===== config.mk =====
export PLATFORM = sky130hd
export DESIGN_NAME = rtcca_top
export DESIGN_NICKNAME = d
export VERILOG_FILES = /design/src/hdl/rtcca_sync.v /design/src/hdl/rtcca_top.v
export VERILOG_INCLUDE_DIRS = /design/src /design/src/shared
export SDC_FILE = /design/constraint.sdc
export NUM_CORES = 1
export LEC_CHECK = 0
export BUFFER_PORTS_ARGS = -buffer_cell sky130_fd_sc_hd__buf_2
export CAP_MARGIN = 10
export CORE_UTILIZATION = 35
export CTS_BUF_LIST = sky130_fd_sc_hd__clkbuf_16
export CTS_CLUSTER_SIZE = 25
export DETAILED_ROUTE_END_ITERATION = 8
export PLACE_DENSITY = 0.48
export SLEW_MARGIN = 10
export SYNTH_ARGS = -nofsm -noshare
export SYNTH_HDL_FRONTEND = slang
export SYNTH_SLANG_ARGS = --single-unit

===== constraint.sdc =====
create_clock -name clk -period 8.1 [get_ports clk]
set_clock_uncertainty 0.2 [all_clocks]
set_input_delay 1.215 -clock clk [delete_from_list [all_inputs] [get_ports clk]]
set_output_delay 1.215 -clock clk [all_outputs]
set_load 0.02 [all_outputs]

===== src/shared/rtcca_regs.vh =====
// register offsets, field positions and timing counts of the calendar/alarm block
`ifndef RTCCA_REGS_VH
`define RTCCA_REGS_VH
`define RTCCA_OFS_CAL_SEC    8'h40
`define RTCCA_OFS_CAL_MIN    8'h41
`define RTCCA_OFS_CAL_HOUR   8'h42
`define RTCCA_OFS_CAL_DAY    8'h43
`define RTCCA_OFS_CAL_MON    8'h44
`define RTCCA_OFS_CAL_YEAR   8'h45
`define RTCCA_OFS_ALM_SEC    8'h46
`define RTCCA_OFS_ALM_MIN    8'h47
`define RTCCA_OFS_ALM_HOUR   8'h48
`define RTCCA_OFS_ALM_DAY    8'h49
`define RTCCA_OFS_ALM_MON    8'h4a
`define RTCCA_OFS_ALM_YEAR   8'h4b
`define RTCCA_OFS_SECS_B0    8'h4c
`define RTCCA_OFS_SECS_B1    8'h4d
`define RTCCA_OFS_SECS_B2    8'h4e
`define RTCCA_OFS_SECS_B3    8'h4f
`define RTCCA_BIT_READY      7
`define RTCCA_BIT_MONITOR    6
`define RTCCA_BIT_TICK_WAKE  5
`define RTCCA_BIT_TICK_TYPE  4
`define RTCCA_BIT_TICK_ON    7
`define RTCCA_BIT_ALARM_ON   6
`define RTCCA_MAX_SEC        6'h3b
`define RTCCA_MAX_MIN        6'h3b
`define RTCCA_MAX_HOUR       5'h17
`define RTCCA_MAX_DAY        5'h1f
`define RTCCA_MAX_MON        4'hc
`define RTCCA_MAX_YEAR       6'h3f
`define RTCCA_RST_DAY        5'h01
`define RTCCA_RST_MON        4'h1
`define RTCCA_CLK_HZ         100000000
`define RTCCA_SEC_CYCLES     (`RTCCA_CLK_HZ)
`define RTCCA_FETCH_WAIT     2'h2
`endif


===== src/hdl/rtcca_sync.v =====
// two flip-flop synchroniser for single-bit levels
`timescale 1ns/1ps
module rtcca_sync (
	clk,
	rst_n,
	d,
	q
);
	input  wire clk;
	input  wire rst_n;
	input  wire d;
	output wire q;
	reg meta_r;
	reg q_r;
	always @(posedge clk or negedge rst_n) begin
		if (!rst_n) begin
			meta_r <= 1'b0;
			q_r    <= 1'b0;
		end else begin
			meta_r <= d;
			q_r    <= meta_r;
		end
	end
	assign q = q_r;
endmodule


===== src/hdl/rtcca_top.v =====
// calendar, alarm, tick and seconds counter registers of the real-time clock
`timescale 1ns/1ps
`include "rtcca_regs.vh"
module rtcca_top #(
	parameter SEC_CYCLES = `RTCCA_SEC_CYCLES
) (
	clk,
	rst_n,
	reg_addr,
	reg_wr,
	reg_rd,
	reg_wdata,
	reg_rdata,
	backup_ok,
	osc_ok,
	tick_wake_req,
	alarm_event,
	tick_event,
	rtc_running,
	clock_lock
);
	input  wire        clk;
	input  wire        rst_n;
	input  wire [7:0]  reg_addr;
	input  wire        reg_wr;
	input  wire        reg_rd;
	input  wire [7:0]  reg_wdata;
	output reg  [7:0]  reg_rdata;
	input  wire        backup_ok;
	input  wire        osc_ok;
	output wire        tick_wake_req;
	output reg         alarm_event;
	output reg         tick_event;
	output wire        rtc_running;
	output wire        clock_lock;

	////////////////////////////////////////////////////////////////////////////////
	// pin synchronisation and power-on fetch of the monitor bit
	wire backup_ok_s;
	wire osc_ok_s;
	rtcca_sync u_sync_bk (.clk(clk), .rst_n(rst_n), .d(backup_ok), .q(backup_ok_s));
	rtcca_sync u_sync_osc (.clk(clk), .rst_n(rst_n), .d(osc_ok), .q(osc_ok_s));

	reg [1:0] fetch_cnt_r;
	reg       monitor_r;
	always @(posedge clk or negedge rst_n) begin
		if (!rst_n) begin
			fetch_cnt_r <= 2'h0;
			monitor_r   <= 1'b0;
		end else if (fetch_cnt_r != 2'h3) begin
			// synchroniser is reset too, so the pin only arrives two edges after release
			fetch_cnt_r <= fetch_cnt_r + 2'h1;
			if (fetch_cnt_r == `RTCCA_FETCH_WAIT)
				monitor_r <= backup_ok_s;
		end
	end

	////////////////////////////////////////////////////////////////////////////////
	// decode
	wire wr_cal_sec  = reg_wr && reg_addr == `RTCCA_OFS_CAL_SEC;
	wire wr_cal_min  = reg_wr && reg_addr == `RTCCA_OFS_CAL_MIN;
	wire wr_cal_hour = reg_wr && reg_addr == `RTCCA_OFS_CAL_HOUR;
	wire wr_cal_day  = reg_wr && reg_addr == `RTCCA_OFS_CAL_DAY;
	wire wr_cal_mon  = reg_wr && reg_addr == `RTCCA_OFS_CAL_MON;
	// a set monitor bit discards the whole year write
	wire wr_cal_year = reg_wr && reg_addr == `RTCCA_OFS_CAL_YEAR && !monitor_r;
	wire wr_alm_sec  = reg_wr && reg_addr == `RTCCA_OFS_ALM_SEC;
	wire wr_alm_min  = reg_wr && reg_addr == `RTCCA_OFS_ALM_MIN;
	wire wr_alm_hour = reg_wr && reg_addr == `RTCCA_OFS_ALM_HOUR;
	wire wr_alm_day  = reg_wr && reg_addr == `RTCCA_OFS_ALM_DAY;
	wire wr_alm_mon  = reg_wr && reg_addr == `RTCCA_OFS_ALM_MON;
	wire wr_alm_year = reg_wr && reg_addr == `RTCCA_OFS_ALM_YEAR;
	wire rd_cal_sec  = reg_rd && reg_addr == `RTCCA_OFS_CAL_SEC;
	wire rd_alm_sec  = reg_rd && reg_addr == `RTCCA_OFS_ALM_SEC;
	wire rd_secs_b0  = reg_rd && reg_addr == `RTCCA_OFS_SECS_B0;

	////////////////////////////////////////////////////////////////////////////////
	// shadow registers for calendar and alarm writes
	reg [5:0] sh_sec_r;
	reg [5:0] sh_min_r;
	reg [4:0] sh_hour_r;
	reg [4:0] sh_day_r;
	reg [3:0] sh_mon_r;
	reg [5:0] ash_sec_r;
	reg [5:0] ash_min_r;
	reg [4:0] ash_hour_r;
	reg [4:0] ash_day_r;
	reg [3:0] ash_mon_r;
	reg       tick_wake_r;
	reg       tick_type_r;
	reg       tick_on_r;
	reg       alarm_on_r;
	reg       lock_r;
	reg [5:0] a_sec_r;
	reg [5:0] a_min_r;
	reg [4:0] a_hour_r;
	reg [4:0] a_day_r;
	reg [3:0] a_mon_r;
	reg [5:0] a_year_r;

	always @(posedge clk or negedge rst_n) begin
		if (!rst_n) begin
			sh_sec_r    <= 6'h00;
			sh_min_r    <= 6'h00;
			sh_hour_r   <= 5'h00;
			sh_day_r    <= `RTCCA_RST_DAY;
			sh_mon_r    <= `RTCCA_RST_MON;
			ash_sec_r   <= 6'h00;
			ash_min_r   <= 6'h00;
			ash_hour_r  <= 5'h00;
			ash_day_r   <= `RTCCA_RST_DAY;
			ash_mon_r   <= `RTCCA_RST_MON;
			tick_wake_r <= 1'b0;
			tick_type_r <= 1'b0;
			tick_on_r   <= 1'b0;
			alarm_on_r  <= 1'b0;
			lock_r      <= 1'b0;
			a_sec_r     <= 6'h00;
			a_min_r     <= 6'h00;
			a_hour_r    <= 5'h00;
			a_day_r     <= `RTCCA_RST_DAY;
			a_mon_r     <= `RTCCA_RST_MON;
			a_year_r    <= 6'h00;
		end else begin
			if (wr_cal_sec)  sh_sec_r  <= reg_wdata[5:0];
			if (wr_cal_min)  sh_min_r  <= reg_wdata[5:0];
			if (wr_cal_hour) sh_hour_r <= reg_wdata[4:0];
			if (wr_cal_day)  sh_day_r  <= reg_wdata[4:0];
			if (wr_cal_mon)  sh_mon_r  <= reg_wdata[3:0];
			if (wr_cal_year) lock_r <= reg_wdata[`RTCCA_BIT_MONITOR];
			if (wr_alm_sec)  ash_sec_r  <= reg_wdata[5:0];
			if (wr_alm_min)  ash_min_r  <= reg_wdata[5:0];
			if (wr_alm_hour) ash_hour_r <= reg_wdata[4:0];
			if (wr_alm_day)  ash_day_r  <= reg_wdata[4:0];
			if (wr_alm_mon) begin
				ash_mon_r   <= reg_wdata[3:0];
				tick_wake_r <= reg_wdata[`RTCCA_BIT_TICK_WAKE];
				tick_type_r <= reg_wdata[`RTCCA_BIT_TICK_TYPE];
			end
			if (wr_alm_year) begin
				tick_on_r  <= reg_wdata[`RTCCA_BIT_TICK_ON];
				alarm_on_r <= reg_wdata[`RTCCA_BIT_ALARM_ON];
				a_year_r   <= reg_wdata[5:0];
				a_sec_r    <= ash_sec_r;
				a_min_r    <= ash_min_r;
				a_hour_r   <= ash_hour_r;
				a_day_r    <= ash_day_r;
				a_mon_r    <= ash_mon_r;
			end
		end
	end

	////////////////////////////////////////////////////////////////////////////////
	// running calendar and seconds counter
	reg [31:0] prescale_r;
	reg        run_r;
	reg [5:0]  c_sec_r;
	reg [5:0]  c_min_r;
	reg [4:0]  c_hour_r;
	reg [4:0]  c_day_r;
	reg [3:0]  c_mon_r;
	reg [5:0]  c_year_r;
	reg [31:0] secs_r;
	reg        sec_pulse_r;
	reg        min_pulse_r;

	wire sec_tick = run_r && osc_ok_s && prescale_r == SEC_CYCLES - 1;
	wire sec_wrap  = c_sec_r == `RTCCA_MAX_SEC;
	wire min_wrap  = c_min_r == `RTCCA_MAX_MIN;
	wire hour_wrap = c_hour_r == `RTCCA_MAX_HOUR;
	wire day_wrap  = c_day_r == `RTCCA_MAX_DAY;
	wire mon_wrap  = c_mon_r == `RTCCA_MAX_MON;

	always @(posedge clk or negedge rst_n) begin
		if (!rst_n) begin
			prescale_r  <= 32'h0;
			run_r       <= 1'b0;
			c_sec_r     <= 6'h00;
			c_min_r     <= 6'h00;
			c_hour_r    <= 5'h00;
			c_day_r     <= `RTCCA_RST_DAY;
			c_mon_r     <= `RTCCA_RST_MON;
			c_year_r    <= 6'h00;
			secs_r      <= 32'h0;
			sec_pulse_r <= 1'b0;
			min_pulse_r <= 1'b0;
		end else begin
			sec_pulse_r <= sec_tick;
			min_pulse_r <= sec_tick && sec_wrap;
			if (wr_cal_year) begin
				run_r      <= 1'b1;
				prescale_r <= 32'h0;
				c_sec_r    <= sh_sec_r;
				c_min_r    <= sh_min_r;
				c_hour_r   <= sh_hour_r;
				c_day_r    <= sh_day_r;
				c_mon_r    <= sh_mon_r;
				c_year_r   <= reg_wdata[5:0];
			end else if (run_r && osc_ok_s) begin
				prescale_r <= sec_tick ? 32'h0 : prescale_r + 32'h1;
				if (sec_tick) begin
					secs_r  <= secs_r + 32'h1;
					c_sec_r <= sec_wrap ? 6'h00 : c_sec_r + 6'h01;
					if (sec_wrap) begin
						c_min_r <= min_wrap ? 6'h00 : c_min_r + 6'h01;
						if (min_wrap) begin
							c_hour_r <= hour_wrap ? 5'h00 : c_hour_r + 5'h01;
							// simple 31-day months; no month-length table kept
							if (hour_wrap) begin
								c_day_r <= day_wrap ? `RTCCA_RST_DAY : c_day_r + 5'h01;
								if (day_wrap) begin
									c_mon_r <= mon_wrap ? `RTCCA_RST_MON : c_mon_r + 4'h1;
									if (mon_wrap)
										c_year_r <= c_year_r + 6'h01;
								end
							end
						end
					end
				end
			end
		end
	end
	assign rtc_running = run_r;
	assign clock_lock  = lock_r;

	////////////////////////////////////////////////////////////////////////////////
	// tick and alarm events, cause field
	reg [1:0] cause_r;
	wire match = c_sec_r == a_sec_r && c_min_r == a_min_r && c_hour_r == a_hour_r &&
		c_day_r == a_day_r && c_mon_r == a_mon_r && c_year_r == a_year_r;
	wire tick_now  = tick_on_r && (tick_type_r ? min_pulse_r : sec_pulse_r);
	wire alarm_now = alarm_on_r && sec_pulse_r && match;

	always @(posedge clk or negedge rst_n) begin
		if (!rst_n) begin
			cause_r     <= 2'b00;
			tick_event  <= 1'b0;
			alarm_event <= 1'b0;
		end else begin
			tick_event  <= tick_now;
			alarm_event <= alarm_now;
			// read clears the cause; a new event in the same cycle still wins
			cause_r[0] <= tick_now  | (cause_r[0] & ~rd_alm_sec);
			cause_r[1] <= alarm_now | (cause_r[1] & ~rd_alm_sec);
		end
	end
	assign tick_wake_req = tick_wake_r && tick_event;

	////////////////////////////////////////////////////////////////////////////////
	// snapshots for coherent reads
	reg [5:0]  s_min_r;
	reg [4:0]  s_hour_r;
	reg [4:0]  s_day_r;
	reg [3:0]  s_mon_r;
	reg [5:0]  s_year_r;
	reg [23:0] s_secs_hi_r;
	reg        ready_r;

	always @(posedge clk or negedge rst_n) begin
		if (!rst_n) begin
			s_min_r     <= 6'h00;
			s_hour_r    <= 5'h00;
			s_day_r     <= `RTCCA_RST_DAY;
			s_mon_r     <= `RTCCA_RST_MON;
			s_year_r    <= 6'h00;
			s_secs_hi_r <= 24'h0;
			ready_r     <= 1'b0;
		end else begin
			// calendar is stable except in the cycle it advances or reloads
			ready_r <= run_r && !sec_tick && !wr_cal_year;
			if (rd_cal_sec) begin
				s_min_r  <= c_min_r;
				s_hour_r <= c_hour_r;
				s_day_r  <= c_day_r;
				s_mon_r  <= c_mon_r;
				s_year_r <= c_year_r;
			end
			if (rd_secs_b0)
				s_secs_hi_r <= secs_r[31:8];
		end
	end

	////////////////////////////////////////////////////////////////////////////////
	// read data, registered one cycle after the read strobe
	reg [7:0] rdata_nxt;
	always @* begin
		rdata_nxt = 8'h00;
		case (reg_addr)
		`RTCCA_OFS_CAL_SEC:  rdata_nxt = {ready_r, 1'b0, c_sec_r};
		`RTCCA_OFS_CAL_MIN:  rdata_nxt = {2'b00, s_min_r};
		`RTCCA_OFS_CAL_HOUR: rdata_nxt = {3'b000, s_hour_r};
		`RTCCA_OFS_CAL_DAY:  rdata_nxt = {3'b000, s_day_r};
		`RTCCA_OFS_CAL_MON:  rdata_nxt = {4'h0, s_mon_r};
		`RTCCA_OFS_CAL_YEAR: rdata_nxt = {1'b0, monitor_r, s_year_r};
		`RTCCA_OFS_ALM_SEC:  rdata_nxt = {cause_r, ash_sec_r};
		`RTCCA_OFS_ALM_MIN:  rdata_nxt = {2'b00, ash_min_r};
		`RTCCA_OFS_ALM_HOUR: rdata_nxt = {3'b000, ash_hour_r};
		`RTCCA_OFS_ALM_DAY:  rdata_nxt = {3'b000, ash_day_r};
		`RTCCA_OFS_ALM_MON:  rdata_nxt = {2'b00, tick_wake_r, tick_type_r, ash_mon_r};
		`RTCCA_OFS_ALM_YEAR: rdata_nxt = {tick_on_r, alarm_on_r, a_year_r};
		`RTCCA_OFS_SECS_B0:  rdata_nxt = secs_r[7:0];
		`RTCCA_OFS_SECS_B1:  rdata_nxt = s_secs_hi_r[7:0];
		`RTCCA_OFS_SECS_B2:  rdata_nxt = s_secs_hi_r[15:8];
		`RTCCA_OFS_SECS_B3:  rdata_nxt = s_secs_hi_r[23:16];
		default:             rdata_nxt = 8'h00;
		endcase
	end

	always @(posedge clk or negedge rst_n) begin
		if (!rst_n)
			reg_rdata <= 8'h00;
		else if (reg_rd)
			reg_rdata <= rdata_nxt;
	end
endmodule


==> impl_metrics.py, run 1 <==
metrics = {
    "status": {
        "outcome": "finished with violations",
        "violations": "DRC",
    },
    "pwr": {
        "power.switching_uw": 717.7,
        "pwr-share-seq_pct": 48.1,
        "internal-power_mw": 2.193,
        "power_density_nw_per_um2": 204.3,
        "power_mw": 2.911,
        "ir_drop_uv": 171.7,
        "leakage_nw": 6.302,
        "p_sw_share_pct": 24.66,
        "power.share.clock_pct": 44.9,
        "power_frac_comb_pct": 6.9,
    },
    "cells_and_area": {
        "fin_cells": 1646,
        "diodes": 0,
        "fillCellCount": 3470,
        "final_nets": 1200,
        "seqCellArea_sq_um": 6469,
        "area_growth_pct": 12.27,
        "multi_input_comb_area_sq_um": 5907,
        "drive_above_1_share_pct": 21.69,
    },
    "grt": {
        "antenna_found_initial": 1,
        "grt_pass1_wl_um": 57210,
        "grt_max_degree": 142,
        "met3_usage_pct": 3.128,
        "met1_usage_pct": 29.47,
        "overflow": 0,
        "met2_usage_pct": 31.90,
        "grt_most_used_layer": "met2",
        "grt_pass1_vias": 9063,
        "track_usage_pct": 20.42,
    },
    "synth": {
        "async_reset_ff_share_pct": 100.0,
        "syn_inst": 1154,
        "yosys_warnings": 0,
        "ys_top_cells_by_area": "dfrtp_1, mux2_2, xnor2_1, xor2_1, nand2_1",
        "syn_area_sq_um": 12690,
        "ys_ff_latch": 258,
        "synth_area_per_cell_sq_um": 11.00,
        "ys_types": 64,
        "ys.flop_type": "dfrtp_1",
        "ys_seq_area_share_pct": 50.97,
        "synthSimpleGateAreaFrac_pct": 16.28,
        "synth-adder-area-share_pct": 1.183,
        "synth.area.mux_share_pct": 14.73,
        "netlist_top_cells_count": "dfrtp_1, mux2_2, nand2_1, nor2_1, clkbuf_1",
        "synth_compound_area_share_pct": 8.331,
        "synth_edf_count": 0,
        "synth_top_area_share_pct": 48.90,
        "synth.most_common_cell": "dfrtp_1",
        "synth_top_family_by_area": "simple AND/OR/NAND/NOR gates",
        "yosys.area.top_type": "dfrtp_1",
        "synth_fp_nets": 1188,
        "synth_xor_area_share_pct": 5.866,
    },
    "worst_setup_path": {
        "crit_path_max_fanout": 20,
        "timing.rr.start": "c_hour_r[1]$_DFFE_PN0P_",
        "critPathSlowestCell": "or4b_1",
        "end_kind": "flop",
        "worstPathArrival_ns": 3.87,
        "critPathLaunchType": "input pin",
        "required_ns": 8.37,
        "path_class": "in -> reg",
        "max_stage_delay_ns": 0.75,
        "crit_path_start": "reg_addr[5]",
        "crit_chain": "buf_2, or4b_1, o31a_1, or4_1, or3_1, a21oi_1",
    },
    "clocking": {
        "clockRootBuffer": "clkbuf_16",
        "path_clk_slew_ns": 0.06,
        "numCtsBuffers": 29,
        "cts_max_level": 1,
        "post_cts_buffers": 0,
        "clkLatencyLatePin_ns": 0.56,
        "cts_tree": "built",
        "numClockSinks": 258,
        "postCtsHoldBufs": 0,
        "clockBufferDepth": 3,
        "cts_resized": 0,
    },
    "detailed_routing": {
        "route.detailed.drc": 5,
        "routed_wl_um": 36510,
        "routed_via_density": 5.567,
        "wl_per_cell_um": 22.18,
        "ant_nets": 0,
        "vias": 9164,
        "drt-initial-drc-count": 670,
        "drt_pass1_iterations": 9,
    },
    "floorplan": {
        "rows": 69,
        "start_util_pct": 35.59,
        "die_h_um": 192.4,
        "ios": 35,
        "dieArea_sq_um": 37030,
        "die_x_um": 192.4,
        "core-area_sq_um": 35660,
    },
    "timing": {
        "setup_viol": 0,
        "min_period_ns": 3.604,
        "grt_setup_unrepaired": "no",
        "hold_violations": 0,
        "fin_setup_tns_ns": 0,
        "tightest_slew_ns": 1.209,
        "drv_slew": 0,
        "timing.fmax_mhz": 277.5,
        "post-route-period-util_pct": 44.49,
        "relSlewSlack_pct": 18.64,
        "setup_slack_ns": 4.496,
    },
    "placed_design": {
        "dp.cells": 1596,
        "portBuffers": 34,
        "place.gp.congestion": 0.8423,
        "pre_cts_ws_ns": 3.920,
        "hpwl_um": 24770,
    },
    "flow_run": {
        "max_cap_violations": 0,
    },
    "worst_hold_path": {
        "min_from": "u_sync_osc.meta_r$_DFF_PN0_",
        "hold_class": "reg -> reg",
    },
}
state kept, by name, indices dropped and copies added, names as in the netlist, 8 cells and up:
signal / cells
secs_r: 32
reg_rdata: 8
prescale_r: 32
s_secs_hi_r: 24
power groups by stage:
stage / combinational, mW / clock (mW) / sequential (mW)
3_5_place_dp: 0.204 / 0 / 1.42
4_1_cts: 0.206 / 1.34 / 1.40
5_1_grt: 0.229 / 1.40 / 1.41
3_3_place_gp: 0.202 / 0 / 1.42
2_1_floorplan: 0.127 / 0 / 1.40
6_report: 0.202 / 1.31 / 1.40
worst max-delay path: cells and delay by family:
family	cells	cell delay, ns
and+or+nand+nor	3	1.76
buffers and inverters	1	0.11
AOI/OAI and AO/OA	2	0.77
logic make-up (layout without fill, tap and decap cells):
group	count (synthesis)	after routing
compound gates	159	159
xor+xnor	85	85
simple gates	387	387
flops	258	258
mux	165	165
buf+inv	88	119
fa+ha+maj	12	12
worst paths after layout:
path                            cells past startpoint  slack, ns                         end
worst max-delay path                                6       4.50  prescale_r[30]$_DFFE_PN0P_
worst min-delay path                                0       0.15      u_sync_osc.q$_DFF_PN0_
worst max register to register                      6       4.63     c_year_r[5]$_DFFE_PN0P_
worst min register to register                      0       0.15      u_sync_osc.q$_DFF_PN0_
max in group asynchronous                           2       5.78    reg_rdata[5]$_DFFE_PN0P_
min in group asynchronous                           1       0.58     sh_day_r[2]$_DFFE_PN0P_
layout by cell type (no fill, tap or decap), types with 29 or more instances in the layout:
| cell type | count |
|---|---|
| xor2_1 | 41 |
| nand3_1 | 46 |
| dfrtp_1 | 248 |
| o21ai_0 | 45 |
| clkbuf_16 | 29 |
| nor4_1 | 39 |
| nor2_1 | 72 |
| nand4_1 | 32 |
| nand2_1 | 84 |
| xnor2_1 | 44 |
| a31oi_1 | 38 |
| mux2_2 | 144 |
| buf_2 | 33 |
metal layers:
metal | routed length (um) | up-vias
met4 | 946 | 2
met5 | 8 | -
li1 | - | 4262
met2 | 16570 | 188
met3 | 1673 | 54
met1 | 17310 | 4658
final cells by class:
| class | instances | area share, % |
|---|---|---|
| clock buffers | 29 | 5.093 |
| repair buffers | 47 | 2.037 |
| inverters | 22 | 0.5796 |
| clock inverters | 21 | 1.387 |
| multi-input cells | 808 | 41.46 |
| flip-flops and latches | 258 | 45.40 |
| well taps | 461 | 4.048 |
through the flow:
step	hold slack [ns]	instance area, sq um	util [%]
after detailed placement	0.1355	13330	37.37
final	0.1475	14250	39.96
after global routing	0.1510	14250	39.96
after global placement	0.1324	13330	37.37
after CTS	0.1485	14250	39.96
after floorplan	0.1312	12690	-
Power figures use the tool's default switching activity.
==> run 2, diff against run 1 <==
--- a/config.mk
+++ b/config.mk
@@ -12,7 +12,7 @@
 export CTS_BUF_LIST = sky130_fd_sc_hd__clkbuf_16
 export CTS_CLUSTER_SIZE = 25
 export DETAILED_ROUTE_END_ITERATION = 8
-export PLACE_DENSITY = 0.48
+export PLACE_DENSITY = 0.5
 export SLEW_MARGIN = 10
 export SYNTH_ARGS = -nofsm -noshare
 export SYNTH_HDL_FRONTEND = slang
==> constraint.sdc (replaced) <==
create_clock -name clk -period 2.95 [get_ports clk]
set_clock_uncertainty 0.2 [all_clocks]
set_input_delay 0.4425 -clock clk [delete_from_list [all_inputs] [get_ports clk]]
set_output_delay 0.4425 -clock clk [all_outputs]
set_load 0.02 [all_outputs]
==> run 2 against run 1 <==
  * Clock power rose to 2.8 times the previous value
  * Global-route usage rose by 0.61 points
  * Via count grew 3.5%
  * Non-clock buffer count rose by 83
  * Flip-flop and latch count stayed put
  * First-iteration DRC count is 19% higher
  * Critical endpoint is now c_mon_r[2]$_DFFE_PN0P_
  * Critical path type is now reg -> reg
  * Largest power group unchanged
  * The run still ends with DRC left
==> impl_metrics.py, run 2 (synthesis results as in run 1) <==
metrics = {
    "grt": {
        "grt_pass1_vias": 9315,
        "grt_pass1_wl_um": 58910,
        "track_usage_pct": 21.03,
        "grt_max_degree": 81,
        "overflow": 0,
        "antenna_found_initial": 1,
    },
    "pwr": {
        "power.switching_mw": 2.032,
        "ir_drop_uv": 517.1,
        "internal-power_mw": 6.136,
        "power_frac_comb_pct": 8.6,
        "leakage_nw": 6.779,
        "p_sw_share_pct": 24.88,
        "power.share.clock_pct": 44.9,
        "pwr-share-seq_pct": 46.6,
        "power_density_nw_per_um2": 541.4,
        "power_mw": 8.167,
    },
    "placed_design": {
        "hpwl_um": 25920,
        "place.gp.congestion": 0.8639,
        "dp.cells": 1673,
        "portBuffers": 34,
    },
    "timing": {
        "setup_viol": 0,
        "post-route-period-util_pct": 96.11,
        "fin_setup_tns_ns": 0,
        "hold_violations": 0,
        "hold-worst-slack_ns": 0.05782,
        "relSlewSlack_pct": 54.11,
        "tightest_slew_ns": 0.6865,
        "timing.fmax_mhz": 352.7,
        "drv_slew": 0,
        "grt_setup_unrepaired": "yes",
        "min_period_ns": 2.835,
    },
    "clocking": {
        "clockRootBuffer": "clkbuf_16",
        "clkLatencyLatePin_ns": 0.55,
        "cts_max_level": 1,
        "numClockSinks": 258,
        "cts_tree": "built",
        "numCtsBuffers": 30,
        "path_clk_slew_ns": 0.06,
        "clockBufferDepth": 3,
    },
    "detailed_routing": {
        "drt-initial-drc-count": 794,
        "top_layer_used": "met4",
        "routed_via_density": 5.467,
        "drt_pass1_iterations": 8,
        "routed_wl_um": 37610,
        "dr_wl_met3_um": 1734,
        "wl_per_cell_um": 21.68,
        "wl_met1_um": 17850,
        "vias": 9485,
        "route.detailed.drc": 5,
        "wl_met2_um": 17320,
        "ant_nets": 0,
    },
    "floorplan": {
        "start_util_pct": 35.59,
        "dieArea_sq_um": 37030,
        "ios": 35,
        "rows": 69,
        "die_h_um": 192.4,
        "core-area_sq_um": 35660,
        "die_x_um": 192.4,
    },
    "cells_and_area": {
        "layout_common_cells": "dfrtp_1, mux2_2, nand2_1",
        "reg_top3": "prescale_r x32, secs_r x32, s_secs_hi_r x24",
        "area_growth_pct": 18.87,
        "drive_above_1_share_pct": 27.00,
        "final_common_cell": "dfrtp_1",
        "fin_cells": 1735,
        "fin_util_pct": 42.31,
        "diodes": 0,
        "final_nets": 1284,
    },
    "worst_hold_path": {
        "min_from": "reg_rd",
        "min_to": "reg_rdata[4]$_DFFE_PN0P_",
        "holdPathStages": 2,
        "hold_class": "in -> reg",
    },
    "worst_setup_path": {
        "end_kind": "flop",
        "critPathLaunchType": "flop",
        "required_ns": 3.22,
        "timing.rr.start": "c_day_r[0]$_DFFE_PN1P_",
        "r2r_slack_ns": 0.11,
        "reg2reg_to": "c_mon_r[2]$_DFFE_PN0P_",
        "worst_r2r_path_depth": 7,
        "crit_path_max_fanout": 5,
        "worstPathArrival_ns": 3.11,
        "path_class": "reg -> reg",
    },
    "flow_run": {
        "max_cap_violations": 0,
    },
    "status": {
        "violations": "DRC",
        "outcome": "finished with violations",
    },
}
run 2: changes by cell type in the layout (fill, tap and decap cells not counted), moves of 2 or more:
cell and delta:
nor4_1 -2, clkinv_4 +2, clkinv_2 +3, or4_1 -2
clkbuf_16 +2, buf_4 +68, or4_4 +2, buf_12 +9
dlygate4sd3_1 +5
run 2: metrics by stage:
step / cell area [sq um] / setup slack (ns)
after floorplan: 12690 / 0.2134
after global placement: 14020 / 0.005000
after detailed placement: 14020 / -0.002115
after CTS: 15040 / 0.04541
after global routing: 15090 / -0.01261
final: 15090 / 0.1148
run 2: cell type report:
cell class                 instances  area, sq um
clock buffer                      31        775.7
clock inverter                    25        191.4
fill                            3409        20570
inverter                          22        82.58
multi-input combinational        808         5948
sequential                       258         6469
tap                              461        576.8
timing repair buffer             130         1042
run 2: layer usage:
metal  global-route usage, %  up-vias
li1                        -     4427
met1                   30.82     4811
met2                   32.75      204
met3                   3.146       43
met4                   4.270        0
met5                       0        -
run 2: critical path, stage by stage (launching register included):
cell     delay, ns
dfstp_2       0.53
ha_1          0.21
and3_1        0.17
ha_1          0.33
nand4_1       0.18
or4_1         0.49
or3b_2        0.47
a31oi_1       0.17
run 2: worst max-delay path by stage:
stage | start | endpoint | slack, ns | cells after the start
finish | c_day_r[0]$_DFFE_PN1P_ | c_mon_r[2]$_DFFE_PN0P_ | 0.11 | 7
global placement | prescale_r[12]$_DFFE_PN0P_ | c_year_r[5]$_DFFE_PN0P_ | 0.005 | 7
detailed placement | prescale_r[12]$_DFFE_PN0P_ | c_year_r[5]$_DFFE_PN0P_ | -0.002 | 7
CTS | prescale_r[5]$_DFFE_PN0P_ | c_day_r[2]$_DFFE_PN0P_ | 0.05 | 6
floorplan | reg_addr[5] | prescale_r[30]$_DFFE_PN0P_ | 0.21 | 6
global route | c_hour_r[0]$_DFFE_PN0P_ | c_day_r[2]$_DFFE_PN0P_ | -0.01 | 7
run 2: power groups by stage:
stage | clock network, mW | registers (mW) | logic, mW
floorplan | 0 | 3.84 | 0.349
global placement | 0 | 3.86 | 0.691
detailed placement | 0 | 3.86 | 0.698
CTS | 3.75 | 3.80 | 0.705
global route | 3.90 | 3.82 | 0.782
finish | 3.66 | 3.80 | 0.700
run 2: timing repair:
item / in CTS / in global routing
setup endpoints to repair: 2 / 5
resized for setup: 1 / 7
pin swaps: 0 / 3
hold endpoints to repair: 57 / 0
setup buffers: 0 / 1
hold buffers: 5 / 0
